## src/hw/tcic_params.svh

```systemverilog
`ifndef TCIC_PARAMS_SVH
`define TCIC_PARAMS_SVH
// ----------------------------------------------------------------------------
// Byte addresses on the processor's 8-bit bus
// ----------------------------------------------------------------------------
`define TCIC_ADDR_CNT_LO   3'h0
`define TCIC_ADDR_CNT_HI   3'h1
`define TCIC_ADDR_CAP_LO   3'h2
`define TCIC_ADDR_CAP_HI   3'h3
`define TCIC_ADDR_CTRL_A   3'h4
`define TCIC_ADDR_CTRL_B   3'h5
`define TCIC_ADDR_FLAGS    3'h6
// ----------------------------------------------------------------------------
// Field positions and reset values
// ----------------------------------------------------------------------------
`define TCIC_CTLA_WGM_LSB  0
`define TCIC_CTLB_CS_LSB   0
`define TCIC_CTLB_WGM_LSB  3
`define TCIC_CTLB_EDGE_BIT 6
`define TCIC_CTLB_FILT_BIT 7
`define TCIC_FLAG_OVF_BIT  0
`define TCIC_FLAG_CAP_BIT  5
`define TCIC_CTRL_RST      8'h00
`define TCIC_CNT_FLOOR     16'h0000
`define TCIC_CNT_MAX       16'hffff
`define TCIC_TOP_8BIT      16'h00ff
`define TCIC_TOP_9BIT      16'h01ff
`define TCIC_TOP_10BIT     16'h03ff
// ----------------------------------------------------------------------------
// Timing counts
// ----------------------------------------------------------------------------
`define TCIC_FILT_SAMPLES  4
`define TCIC_PRE_DIV_W     10
`endif

```

## src/hw/tcic_pkg.sv

```systemverilog
package tcic_pkg;
    // Counter direction while running in dual-slope modes.
    typedef enum logic {TCIC_DIR_UP, TCIC_DIR_DOWN} tcic_dir_e;
    typedef logic [15:0] tcic_word_t;
    typedef logic [3:0]  tcic_wgm_t;
endpackage

```

## src/hw/tcic_top.sv

```systemverilog
`timescale 1ns/100ps
`include "tcic_params.svh"
// Operation
// - Sixteen-bit up/down counter, counts or clears per tick
// - Clock select zero stops the counter
// - Processor reads and writes counter anytime
// - Processor write beats clear or count
// - Upper byte accesses hit shared latch
// - Low byte read loads latch with upper
// - Low byte write loads all sixteen bits
// - Four-bit mode field selects count sequence
// - Overflow flag set point depends on mode
// - Matching trigger edge copies counter into capture
// - Capture flag set in same cycle
// - Enabled flag interrupts; clears by service or one
// - Capture low read loads latch with upper
// - Capture writable only in capture-ceiling modes
// - Trigger is pin, or comparator when selected
// - Filter output changes after four agreeing samples
// - Filter enable adds four cycles delay
// - Filter samples on system clock
// - Detector active except in capture-ceiling modes
// - Each capture overwrites previous value
// - Pin driven by port output also triggers
// - Floor at zero, maximum is all ones
module tcic_top
    import tcic_pkg::*;
(
    input  wire logic       core_clk,
    input  wire logic       sys_rst,
    input  wire logic [2:0] bus_addr,
    input  wire logic       bus_rd,
    input  wire logic       bus_wr,
    input  wire logic [7:0] bus_wdata,
    output logic      [7:0] bus_rdata,
    input  wire logic       capture_pin,
    input  wire logic       comparator_output,
    input  wire logic       comparator_capture_select,
    input  wire logic       external_count_pin,
    input  wire logic       capture_irq_enable,
    input  wire logic       overflow_irq_enable,
    input  wire logic       capture_irq_ack,
    input  wire logic       overflow_irq_ack,
    output logic            capture_irq,
    output logic            overflow_irq,
    output logic            count_floor,
    output logic     [15:0] counter_value,
    output logic     [15:0] capture_value
);
    // ------------------------------------------------------------------------
    // State
    // ------------------------------------------------------------------------
    logic [7:0] timer_control_a_q, timer_control_a_d;
    logic [7:0] timer_control_b_q, timer_control_b_d;
    logic [7:0] temp_q, temp_d;
    tcic_word_t cnt_q, cnt_d;
    tcic_word_t cap_q, cap_d;
    tcic_dir_e  dir_q, dir_d;
    logic       ovf_q, ovf_d;
    logic       capf_q, capf_d;
    logic [7:0] rdata_q, rdata_d;
    tcic_wgm_t  waveform_mode_field;
    logic       timer_tick;
    logic       cap_event;
    logic       cap_is_top;
    logic       dual_slope;
    logic       ovf_at_floor;
    tcic_word_t top_val;
    logic       at_top;
    logic       wr_cnt;

    assign waveform_mode_field = {timer_control_b_q[`TCIC_CTLB_WGM_LSB +: 2],
                                  timer_control_a_q[`TCIC_CTLA_WGM_LSB +: 2]};
    assign wr_cnt = bus_wr && (bus_addr == `TCIC_ADDR_CNT_LO);

    // ------------------------------------------------------------------------
    // Sub-blocks
    // ------------------------------------------------------------------------
    tcic_tick_gen u_tick
    (
        .core_clk           (core_clk),
        .sys_rst            (sys_rst),
        .clock_select_field (timer_control_b_q[`TCIC_CTLB_CS_LSB +: 3]),
        .external_count_pin (external_count_pin),
        .timer_tick         (timer_tick)
    );

    // Pin level (whoever drives it, including the port output) feeds the detector.
    tcic_cap_filter u_filt
    (
        .core_clk    (core_clk),
        .sys_rst     (sys_rst),
        .trig_in     (comparator_capture_select ? comparator_output
                                                : capture_pin),
        .filter_en   (timer_control_b_q[`TCIC_CTLB_FILT_BIT]),
        .edge_rising (timer_control_b_q[`TCIC_CTLB_EDGE_BIT]),
        .detect_en   (~cap_is_top),
        .cap_event   (cap_event)
    );

    // ------------------------------------------------------------------------
    // Mode decode
    // ------------------------------------------------------------------------
    // Ceiling and slope per mode; modes outside the count sequence list run free.
    always_comb
    begin
        cap_is_top   = 1'b0;
        dual_slope   = 1'b0;
        ovf_at_floor = 1'b0;
        top_val      = `TCIC_CNT_MAX;
        case (waveform_mode_field)
            4'h1: begin top_val = `TCIC_TOP_8BIT;  dual_slope = 1'b1; end
            4'h2: begin top_val = `TCIC_TOP_9BIT;  dual_slope = 1'b1; end
            4'h3: begin top_val = `TCIC_TOP_10BIT; dual_slope = 1'b1; end
            4'h5: top_val = `TCIC_TOP_8BIT;
            4'h6: top_val = `TCIC_TOP_9BIT;
            4'h7: top_val = `TCIC_TOP_10BIT;
            4'h8:
            begin
                top_val      = cap_q;
                cap_is_top   = 1'b1;
                dual_slope   = 1'b1;
                ovf_at_floor = 1'b1;
            end
            4'ha: begin top_val = cap_q; cap_is_top = 1'b1; dual_slope = 1'b1; end
            4'hc: begin top_val = cap_q; cap_is_top = 1'b1; end
            4'he: begin top_val = cap_q; cap_is_top = 1'b1; end
            default: top_val = `TCIC_CNT_MAX;
        endcase
        if (dual_slope && !ovf_at_floor)
            ovf_at_floor = 1'b1;
    end

    assign at_top      = (cnt_q == top_val);
    assign count_floor = (cnt_q == `TCIC_CNT_FLOOR);

    // ------------------------------------------------------------------------
    // Counter, capture and flags
    // ------------------------------------------------------------------------
    // Bus write is evaluated last so it overrides any tick in the same cycle.
    always_comb
    begin
        cnt_d  = cnt_q;
        dir_d  = dir_q;
        ovf_d  = ovf_q;
        cap_d  = cap_q;
        capf_d = capf_q;
        temp_d = temp_q;
        timer_control_a_d = timer_control_a_q;
        timer_control_b_d = timer_control_b_q;
        // Software clears first so that a coinciding hardware set wins.
        if (bus_wr && bus_addr == `TCIC_ADDR_FLAGS)
        begin
            if (bus_wdata[`TCIC_FLAG_OVF_BIT])
                ovf_d = 1'b0;
            if (bus_wdata[`TCIC_FLAG_CAP_BIT])
                capf_d = 1'b0;
        end
        if (capture_irq_ack)
            capf_d = 1'b0;
        if (overflow_irq_ack)
            ovf_d = 1'b0;
        if (timer_tick)
        begin
            if (dual_slope)
            begin
                if (dir_q == TCIC_DIR_UP)
                begin
                    if (at_top)
                    begin
                        dir_d = TCIC_DIR_DOWN;
                        cnt_d = cnt_q - 16'h0001;
                    end
                    else
                        cnt_d = cnt_q + 16'h0001;
                end
                else if (count_floor)
                begin
                    dir_d = TCIC_DIR_UP;
                    cnt_d = cnt_q + 16'h0001;
                    ovf_d = ovf_d | ovf_at_floor;
                end
                else
                    cnt_d = cnt_q - 16'h0001;
            end
            else if (at_top)
            begin
                cnt_d = `TCIC_CNT_FLOOR;
                ovf_d = 1'b1;
            end
            else
                cnt_d = cnt_q + 16'h0001;
        end
        if (cap_event)
        begin
            cap_d  = cnt_q;
            capf_d = 1'b1;
        end
        if (bus_rd && bus_addr == `TCIC_ADDR_CNT_LO)
            temp_d = cnt_q[15:8];
        if (bus_rd && bus_addr == `TCIC_ADDR_CAP_LO)
            temp_d = cap_q[15:8];
        if (bus_wr)
        begin
            case (bus_addr)
                `TCIC_ADDR_CNT_HI: temp_d = bus_wdata;
                `TCIC_ADDR_CAP_HI: temp_d = bus_wdata;
                `TCIC_ADDR_CTRL_A: timer_control_a_d = bus_wdata;
                `TCIC_ADDR_CTRL_B: timer_control_b_d = bus_wdata;
                `TCIC_ADDR_CAP_LO:
                    if (cap_is_top)
                        cap_d = {temp_q, bus_wdata};
                default: temp_d = temp_d;
            endcase
        end
        if (wr_cnt)
            cnt_d = {temp_q, bus_wdata};
    end

    // Read mux; the upper-byte locations return the shared latch.
    always_comb
    begin
        case (bus_addr)
            `TCIC_ADDR_CNT_LO: rdata_d = cnt_q[7:0];
            `TCIC_ADDR_CNT_HI: rdata_d = temp_q;
            `TCIC_ADDR_CAP_LO: rdata_d = cap_q[7:0];
            `TCIC_ADDR_CAP_HI: rdata_d = temp_q;
            `TCIC_ADDR_CTRL_A: rdata_d = timer_control_a_q;
            `TCIC_ADDR_CTRL_B: rdata_d = timer_control_b_q;
            `TCIC_ADDR_FLAGS:
            begin
                rdata_d = 8'h00;
                rdata_d[`TCIC_FLAG_OVF_BIT] = ovf_q;
                rdata_d[`TCIC_FLAG_CAP_BIT] = capf_q;
            end
            default: rdata_d = 8'h00;
        endcase
        if (!bus_rd)
            rdata_d = rdata_q;
    end

    // Registers only.
    always_ff @(posedge core_clk or posedge sys_rst)
    begin
        if (sys_rst)
        begin
            timer_control_a_q <= `TCIC_CTRL_RST;
            timer_control_b_q <= `TCIC_CTRL_RST;
            temp_q  <= 8'h00;
            cnt_q   <= `TCIC_CNT_FLOOR;
            cap_q   <= 16'h0000;
            dir_q   <= TCIC_DIR_UP;
            ovf_q   <= 1'b0;
            capf_q  <= 1'b0;
            rdata_q <= 8'h00;
        end
        else
        begin
            timer_control_a_q <= timer_control_a_d;
            timer_control_b_q <= timer_control_b_d;
            temp_q  <= temp_d;
            cnt_q   <= cnt_d;
            cap_q   <= cap_d;
            dir_q   <= dir_d;
            ovf_q   <= ovf_d;
            capf_q  <= capf_d;
            rdata_q <= rdata_d;
        end
    end

    assign bus_rdata     = rdata_q;
    assign counter_value = cnt_q;
    assign capture_value = cap_q;
    // Interrupt requests are level, gated by the enables.
    assign capture_irq   = capf_q & capture_irq_enable;
    assign overflow_irq  = ovf_q & overflow_irq_enable;

    // ------------------------------------------------------------------------
    // Assertions
    // ------------------------------------------------------------------------
    property p_stopped;
        @(posedge core_clk) disable iff (sys_rst)
        (timer_control_b_q[2:0] == 3'h0 && $stable(timer_control_b_q) && !wr_cnt
         && !$past(wr_cnt)) |=> $stable(cnt_q);
    endproperty
    a_stopped: assert property (p_stopped) else $error("counter moved while stopped");

    property p_wr_prio;
        @(posedge core_clk) disable iff (sys_rst)
        wr_cnt |=> cnt_q == {$past(temp_q), $past(bus_wdata)};
    endproperty
    a_wr_prio: assert property (p_wr_prio) else $error("counter write lost");

    property p_lo_rd;
        @(posedge core_clk) disable iff (sys_rst)
        (bus_rd && bus_addr == `TCIC_ADDR_CNT_LO && !bus_wr) |=> temp_q == $past(cnt_q[15:8]);
    endproperty
    a_lo_rd: assert property (p_lo_rd) else $error("latch not loaded on low read");

    property p_cap;
        @(posedge core_clk) disable iff (sys_rst)
        (cap_event && !(bus_wr && bus_addr == `TCIC_ADDR_CAP_LO))
        |=> cap_q == $past(cnt_q) && capf_q;
    endproperty
    a_cap: assert property (p_cap) else $error("capture or flag missing");

    property p_cap_rd;
        @(posedge core_clk) disable iff (sys_rst)
        (bus_rd && bus_addr == `TCIC_ADDR_CAP_LO && !bus_wr) |=> temp_q == $past(cap_q[15:8]);
    endproperty
    a_cap_rd: assert property (p_cap_rd) else $error("latch not loaded on capture read");

    property p_cap_wr;
        @(posedge core_clk) disable iff (sys_rst)
        (!cap_is_top && !cap_event) |=> $stable(cap_q);
    endproperty
    a_cap_wr: assert property (p_cap_wr) else $error("capture written in wrong mode");

    property p_irq;
        @(posedge core_clk) disable iff (sys_rst)
        capture_irq_ack && !cap_event |=> !capf_q;
    endproperty
    a_irq: assert property (p_irq) else $error("flag not cleared by service");

    property p_floor;
        @(posedge core_clk) disable iff (sys_rst)
        (waveform_mode_field == 4'h0 && timer_tick && !wr_cnt && cnt_q == `TCIC_CNT_MAX)
        |=> count_floor && ovf_q;
    endproperty
    a_floor: assert property (p_floor) else $error("floor wrong");

    property p_no_det;
        @(posedge core_clk) disable iff (sys_rst)
        (cap_is_top && !(bus_wr && bus_addr == `TCIC_ADDR_CAP_LO)) |=> $stable(cap_q);
    endproperty
    a_no_det: assert property (p_no_det) else $error("detector active in ceiling mode");

    c_cap:  cover property (@(posedge core_clk) cap_event);
    c_ovf:  cover property (@(posedge core_clk) $rose(ovf_q));
    c_down: cover property (@(posedge core_clk) dir_q == TCIC_DIR_DOWN);
endmodule

```

## src/hw/tcic_tick_gen.sv

```systemverilog
`timescale 1ns/100ps
`include "tcic_params.svh"
// ----------------------------------------------------------------------------
// Timer tick source: stopped, prescaled system clock or external pin edges
// ----------------------------------------------------------------------------
module tcic_tick_gen
    import tcic_pkg::*;
(
    input  wire logic       core_clk,
    input  wire logic       sys_rst,
    input  wire logic [2:0] clock_select_field,
    input  wire logic       external_count_pin,
    output logic            timer_tick
);
    logic [`TCIC_PRE_DIV_W-1:0] pre_q, pre_d;
    logic [2:0]                 ext_q, ext_d;
    logic                       ext_lvl_q, ext_lvl_d;
    logic                       tick_d;

    // Free prescaler and three-stage pin sampler; level moves once stages 2 and 3 agree.
    always_comb
    begin
        pre_d     = pre_q + 1'b1;
        ext_d     = {ext_q[1:0], external_count_pin};
        ext_lvl_d = (ext_q[1] == ext_q[2]) ? ext_q[2] : ext_lvl_q;
        case (clock_select_field)
            3'h0: tick_d = 1'b0;                                  // Stopped.
            3'h1: tick_d = 1'b1;
            3'h2: tick_d = (pre_q[2:0] == 3'h7);
            3'h3: tick_d = (pre_q[5:0] == 6'h3f);
            3'h4: tick_d = (pre_q[7:0] == 8'hff);
            3'h5: tick_d = (pre_q == 10'h3ff);
            3'h6: tick_d = ext_lvl_q & ~ext_lvl_d;
            3'h7: tick_d = ~ext_lvl_q & ext_lvl_d;
            default: tick_d = 1'b0;
        endcase
    end

    // Registers; the tick is a one-cycle enable, never a clock.
    always_ff @(posedge core_clk or posedge sys_rst)
    begin
        if (sys_rst)
        begin
            pre_q      <= '0;
            ext_q      <= 3'h0;
            ext_lvl_q  <= 1'b0;
            timer_tick <= 1'b0;
        end
        else
        begin
            pre_q      <= pre_d;
            ext_q      <= ext_d;
            ext_lvl_q  <= ext_lvl_d;
            timer_tick <= tick_d;
        end
    end
endmodule

```

## src/hw/tcic_cap_filter.sv

```systemverilog
`timescale 1ns/100ps
`include "tcic_params.svh"
// ----------------------------------------------------------------------------
// Capture input synchroniser, optional four-sample filter, edge detector
// ----------------------------------------------------------------------------
module tcic_cap_filter
    import tcic_pkg::*;
(
    input  wire logic core_clk,
    input  wire logic sys_rst,
    input  wire logic trig_in,
    input  wire logic filter_en,
    input  wire logic edge_rising,
    input  wire logic detect_en,
    output logic      cap_event
);
    localparam int NS = `TCIC_FILT_SAMPLES;
    logic [2:0]    sync_q, sync_d;
    logic          lvl_q, lvl_d;
    logic [NS-2:0] win_q, win_d;
    logic          filt_q, filt_d;
    logic          prev_q, prev_d;
    logic          src;
    logic          all_hi;
    logic          all_lo;

    // Sync level follows once stages 2 and 3 agree; the filter runs on the system clock.
    always_comb
    begin
        sync_d = {sync_q[1:0], trig_in};
        lvl_d  = (sync_q[1] == sync_q[2]) ? sync_q[2] : lvl_q;
        win_d  = {win_q[NS-3:0], lvl_q};
        // The live level is the fourth sample; a fourth stored stage would add a cycle.
        all_hi = &{win_q, lvl_q};
        all_lo = ~|{win_q, lvl_q};
        filt_d = all_hi ? 1'b1 : (all_lo ? 1'b0 : filt_q);
        src    = filter_en ? filt_q : lvl_q;
        prev_d = src;
        cap_event = detect_en && (edge_rising ? (src & ~prev_q)
                                              : (~src & prev_q));
    end

    // State registers.
    always_ff @(posedge core_clk or posedge sys_rst)
    begin
        if (sys_rst)
        begin
            sync_q <= 3'h0;
            lvl_q  <= 1'b0;
            win_q  <= '0;
            filt_q <= 1'b0;
            prev_q <= 1'b0;
        end
        else
        begin
            sync_q <= sync_d;
            lvl_q  <= lvl_d;
            win_q  <= win_d;
            filt_q <= filt_d;
            prev_q <= prev_d;
        end
    end
endmodule

```

## config.mk

```make
export PLATFORM = sky130hd
export DESIGN_NAME = tcic_top
export DESIGN_NICKNAME = d
export VERILOG_FILES = /design/src/hw/tcic_pkg.sv /design/src/hw/tcic_top.sv /design/src/hw/tcic_tick_gen.sv /design/src/hw/tcic_cap_filter.sv
export VERILOG_INCLUDE_DIRS = /design/src /design/src/hw
export SDC_FILE = /design/constraint.sdc
export NUM_CORES = 1
export LEC_CHECK = 0
export BUFFER_PORTS_ARGS = -buffer_cell sky130_fd_sc_hd__buf_2
export CORE_ASPECT_RATIO = 0.5
export CORE_MARGIN = 5
export CORE_UTILIZATION = 53
export CTS_CLUSTER_DIAMETER = 80
export DETAILED_ROUTE_END_ITERATION = 8
export MAX_ROUTING_LAYER = met4
export PLACE_DENSITY = 0.83
export SLEW_MARGIN = 5
export SYNTH_ARGS = -nofsm -noshare
export SYNTH_HDL_FRONTEND = slang
export SYNTH_SLANG_ARGS = --single-unit
export TNS_END_PERCENT = 100
```

## constraint.sdc

```tcl
create_clock -name core_clk -period 2.95 [get_ports core_clk]
set_input_delay 0.1475 -clock core_clk [delete_from_list [all_inputs] [get_ports core_clk]]
set_output_delay 0.1475 -clock core_clk [all_outputs]
set_load 0.1 [all_outputs]
```

==> flow_metrics.tcl <==
set metrics [dict create \
    unrepaired_setup_endpoints_after_global_routing "true" \
    grt_pass1_wl_mm 28.2 \
    slowest_delay_ns 0.51 \
    worst-slew-pin-transition_ns 0.666 \
    h-tree-depth 3 \
    syn_area_per_cell_um2 8.71 \
    post_synth_inst_count 640 \
    detail_route.vias_per_cell 6.42 \
    place_hpwl_mm 12.4 \
    port_buffers 65 \
    num_antenna_cells 0 \
    worstSkewPairLatency_ns 0.35 \
    synthDominantCellAreaShare_pct 40.8 \
    growth_of_design_area_from_synthesis_to_finish_pct 19.0 \
    global_route.usage.total_pct 29.4 \
    clock_sinks 91 \
    num_rows 26 \
    initial_utilization_pct 54.4 \
    fmax_mhz 345 \
    grt-ovfl-total 0 \
    route.final.wire_length_mm 17.6 \
    worst_vdd_ir_v 0.000641 \
    die_h_um 82.5 \
    max_cap_viol_count 0 \
    route.vias.total 5441 \
    critPathRequiredTime_ns 3.18 \
    place.gp.congestion 0.938 \
    mostFrequentLayoutCell "dfrtp_1" \
    cts.clk_slew.worst_paths_ns 0.07 \
    first_global_vias 5097 \
    hold_path.class "in -> reg" \
    flop_and_latch_count_out_of_synthesis 91 \
    final_layout_size_suffix_gt1_share_pct 26.4 \
    synth_async_sr_flop_share_pct 100 \
    layout.core_utilization_pct 64.7 \
    detail_route.wl_per_cell_um 20.8 \
    crit_path_max_fanout 5 \
    outcome "complete, no violations" \
    post_synth_instance_area_mm2 0.00558 \
    final_cell_mix "72 x dfrtp_1, 65 x buf_2, 61 x nor2_1, 53 x a21oi_1, 51 x nand2_1" \
    max_slew_margin_pct 55.5 \
    i_o_pins 66 \
    fin_skew_ns 0.00889 \
    worstSetupEndpointType "flip-flop" \
    worst-endpoint-arrival_ns 3.13 \
    power-per-cell-area_mw_per_mm2 1030 \
    dominantRegCellSynth "dfrtp_1" \
    sequential_fraction_of_the_synthesis_area_pct 40.8 \
    number_of_antenna_violations_at_the_first_check_in_global_routing 0 \
    period_share_pct 98.3 \
    floorplan.die.width_um 155 \
    core_region_area_mm2 0.0102 \
    yosys.cell_types.count 66 \
    synth_fp_nets 668 \
    cts-buffers-inserted 9 \
    final-hold-violation-count 0 \
    cts_tree "done" \
    layout.nets 731 \
    die_area_mm2 0.0128 \
    ant_nets 0 \
    clk_root_buffer_cell "clkbuf_16" \
    p_leak_nw 2.84 \
    synth_top_cell_by_area "dfrtp_1" \
    yosysWarnings 0 \
    starting_drc_count_in_detailed_routing 788 \
    setup-violations-final 0 \
    layout_min_cycle_time_ns 2.90 \
    drc 0 \
    worst-setup-path-type "reg -> reg" \
    cpMaxStageDelayCell "or4_4" \
    cts-root-to-sink-buffers 2 \
    layout.area.seq_mm2 0.00230 \
    grt_start_max_net_pins 56 \
    crit_path_start_kind "flip-flop" \
    worst_slack_at_placement_ns -0.0533 \
    fin_ws_ns 0.0509 \
    synth_edf_count 0 \
    drt-pass1-iter-count 5 \
    nFillCells 838 \
    final_max_slew_viol_count 0 \
    yosys-top-cells-area "dfrtp_1 41%, mux2_2 5.0%, a21oi_1 4.8%, nor2_1 4.2%, mux2i_1 3.8%" \
    multi_input_area_mm2 0.00316 \
    crit_chain "or3_4 -> and3_1 -> or4_4 -> or4_4 -> o21ai_4 -> buf_6 -> buf_6 -> a21oi_2 -> o32ai_2 -> a31oi_1" \
]
## report_power, final
group	internal, mW	switching (mW)
logic	0.910	2.58
clock network	0.623	0.569
registers	1.57	0.552
## final cells by class
class                      instances  area share [%]
tap                              140            2.64
clock inverter                     6            1.02
inverter                          19            1.09
timing repair buffer              99            9.30
clock buffer                      10            3.60
multi-input combinational        483            47.7
sequential                        91            34.7
## kinds of logic after synthesis
group / after synthesis / share of synthesized area, %
multiplexers: 47 / 9.22
adder cells (fa/ha/maj): 7 / 1.48
flip-flops: 91 / 40.8
AO/OA/AOI/OAI: 176 / 19.9
buffers and inverters: 66 / 4.62
AND/OR/NAND/NOR: 235 / 21.1
XOR/XNOR: 18 / 2.83
## through the flow
step	instance area (um2)	instances	power, mW	TNS (ns)	hold WS (ns)
after floorplan	5710	640	4.74	-0.241	0.179
after detailed placement	6190	826	5.46	-0.149	0.252
after CTS	6580	848	6.69	0	0.0154
after global routing	6640	848	7.09	-0.379	0.0240
final	6640	848	6.80	0	0.0281
after global placement	6190	826	5.41	0	0.249
## state kept, by name (all words and copies together) (netlist names), 8 cells and up
register and count:
bus_rdata 8, capture_value 16, counter_value 16, temp_q 8
timer_control_a_q 8, timer_control_b_q 8, u_tick.pre_q 10
## cell usage after synthesis, drive strengths merged, types with 3 or more instances
| cell type | number |
|---|---|
| nor2b | 5 |
| a31oi | 12 |
| nor4 | 7 |
| a21oi | 55 |
| mux2i | 21 |
| nand2 | 54 |
| nor4bb | 3 |
| nor3 | 20 |
| o21ai | 45 |
| nand2b | 7 |
| clkbuf | 38 |
| a22oi | 7 |
| o22ai | 7 |
| mux2 | 25 |
| and2 | 6 |
| o32ai | 4 |
| buf | 9 |
| or4 | 5 |
| and3 | 19 |
| a221oi | 7 |
| nor3b | 5 |
| xnor2 | 14 |
| nor2 | 62 |
| nand4 | 8 |
| o211ai | 6 |
| ha | 5 |
| a211oi | 4 |
| nand3 | 21 |
| inv | 19 |
| or3 | 7 |
| xor2 | 4 |
| o31ai | 3 |
| dfrtp | 91 |
| o21a | 3 |
## critical path: cells and delay by family, from the launching register on
family / cells / cell delay (ns)
buffers and inverters: 2 / 0.24
and+or+nand+nor: 4 / 1.52
AOI/OAI and AO/OA: 4 / 0.62
DFF: 1 / 0.39
## per-layer routing
metal | part of all wire (%) | wire length [um] | GRT usage [%]
met1 | 40 | 7110 | 38.9
met2 | 45 | 7890 | 45.1
met3 | 12 | 2150 | 7.18
met4 | 2.7 | 478 | 9.34
met5 | 0 | 0 | -
## timing repair
item / 4_1_cts / 5_1_grt
endpoints found under the hold margin: 37 / 0
setup endpoints to repair: 6 / 14
buffers inserted: 4 / 0
hold buffers: 2 / 0
pin swaps: 9 / 3
gates resized for setup: 10 / 11
## path summary, 6_finish.rpt
kind	startpoint	to	slack [ns]	cells past startpoint
max in group asynchronous	sys_rst	counter_value[12]$_DFFE_PP0P_	1.79	4
hold / removal	comparator_output	u_filt.sync_q[0]$_DFF_PP0_	0.03	2
hold reg to reg	u_tick.ext_q[0]$_DFF_PP0_	u_tick.ext_q[1]$_DFF_PP0_	0.35	0
setup / recovery	timer_control_b_q[4]$_DFFE_PP0P_	counter_value[12]$_DFFE_PP0P_	0.05	10
setup reg to reg	timer_control_b_q[4]$_DFFE_PP0P_	counter_value[12]$_DFFE_PP0P_	0.05	10
min in group asynchronous	sys_rst	u_filt.win_q[1]$_DFF_PP0_	0.41	3
No activity file was read; power rests on OpenSTA's default activity.
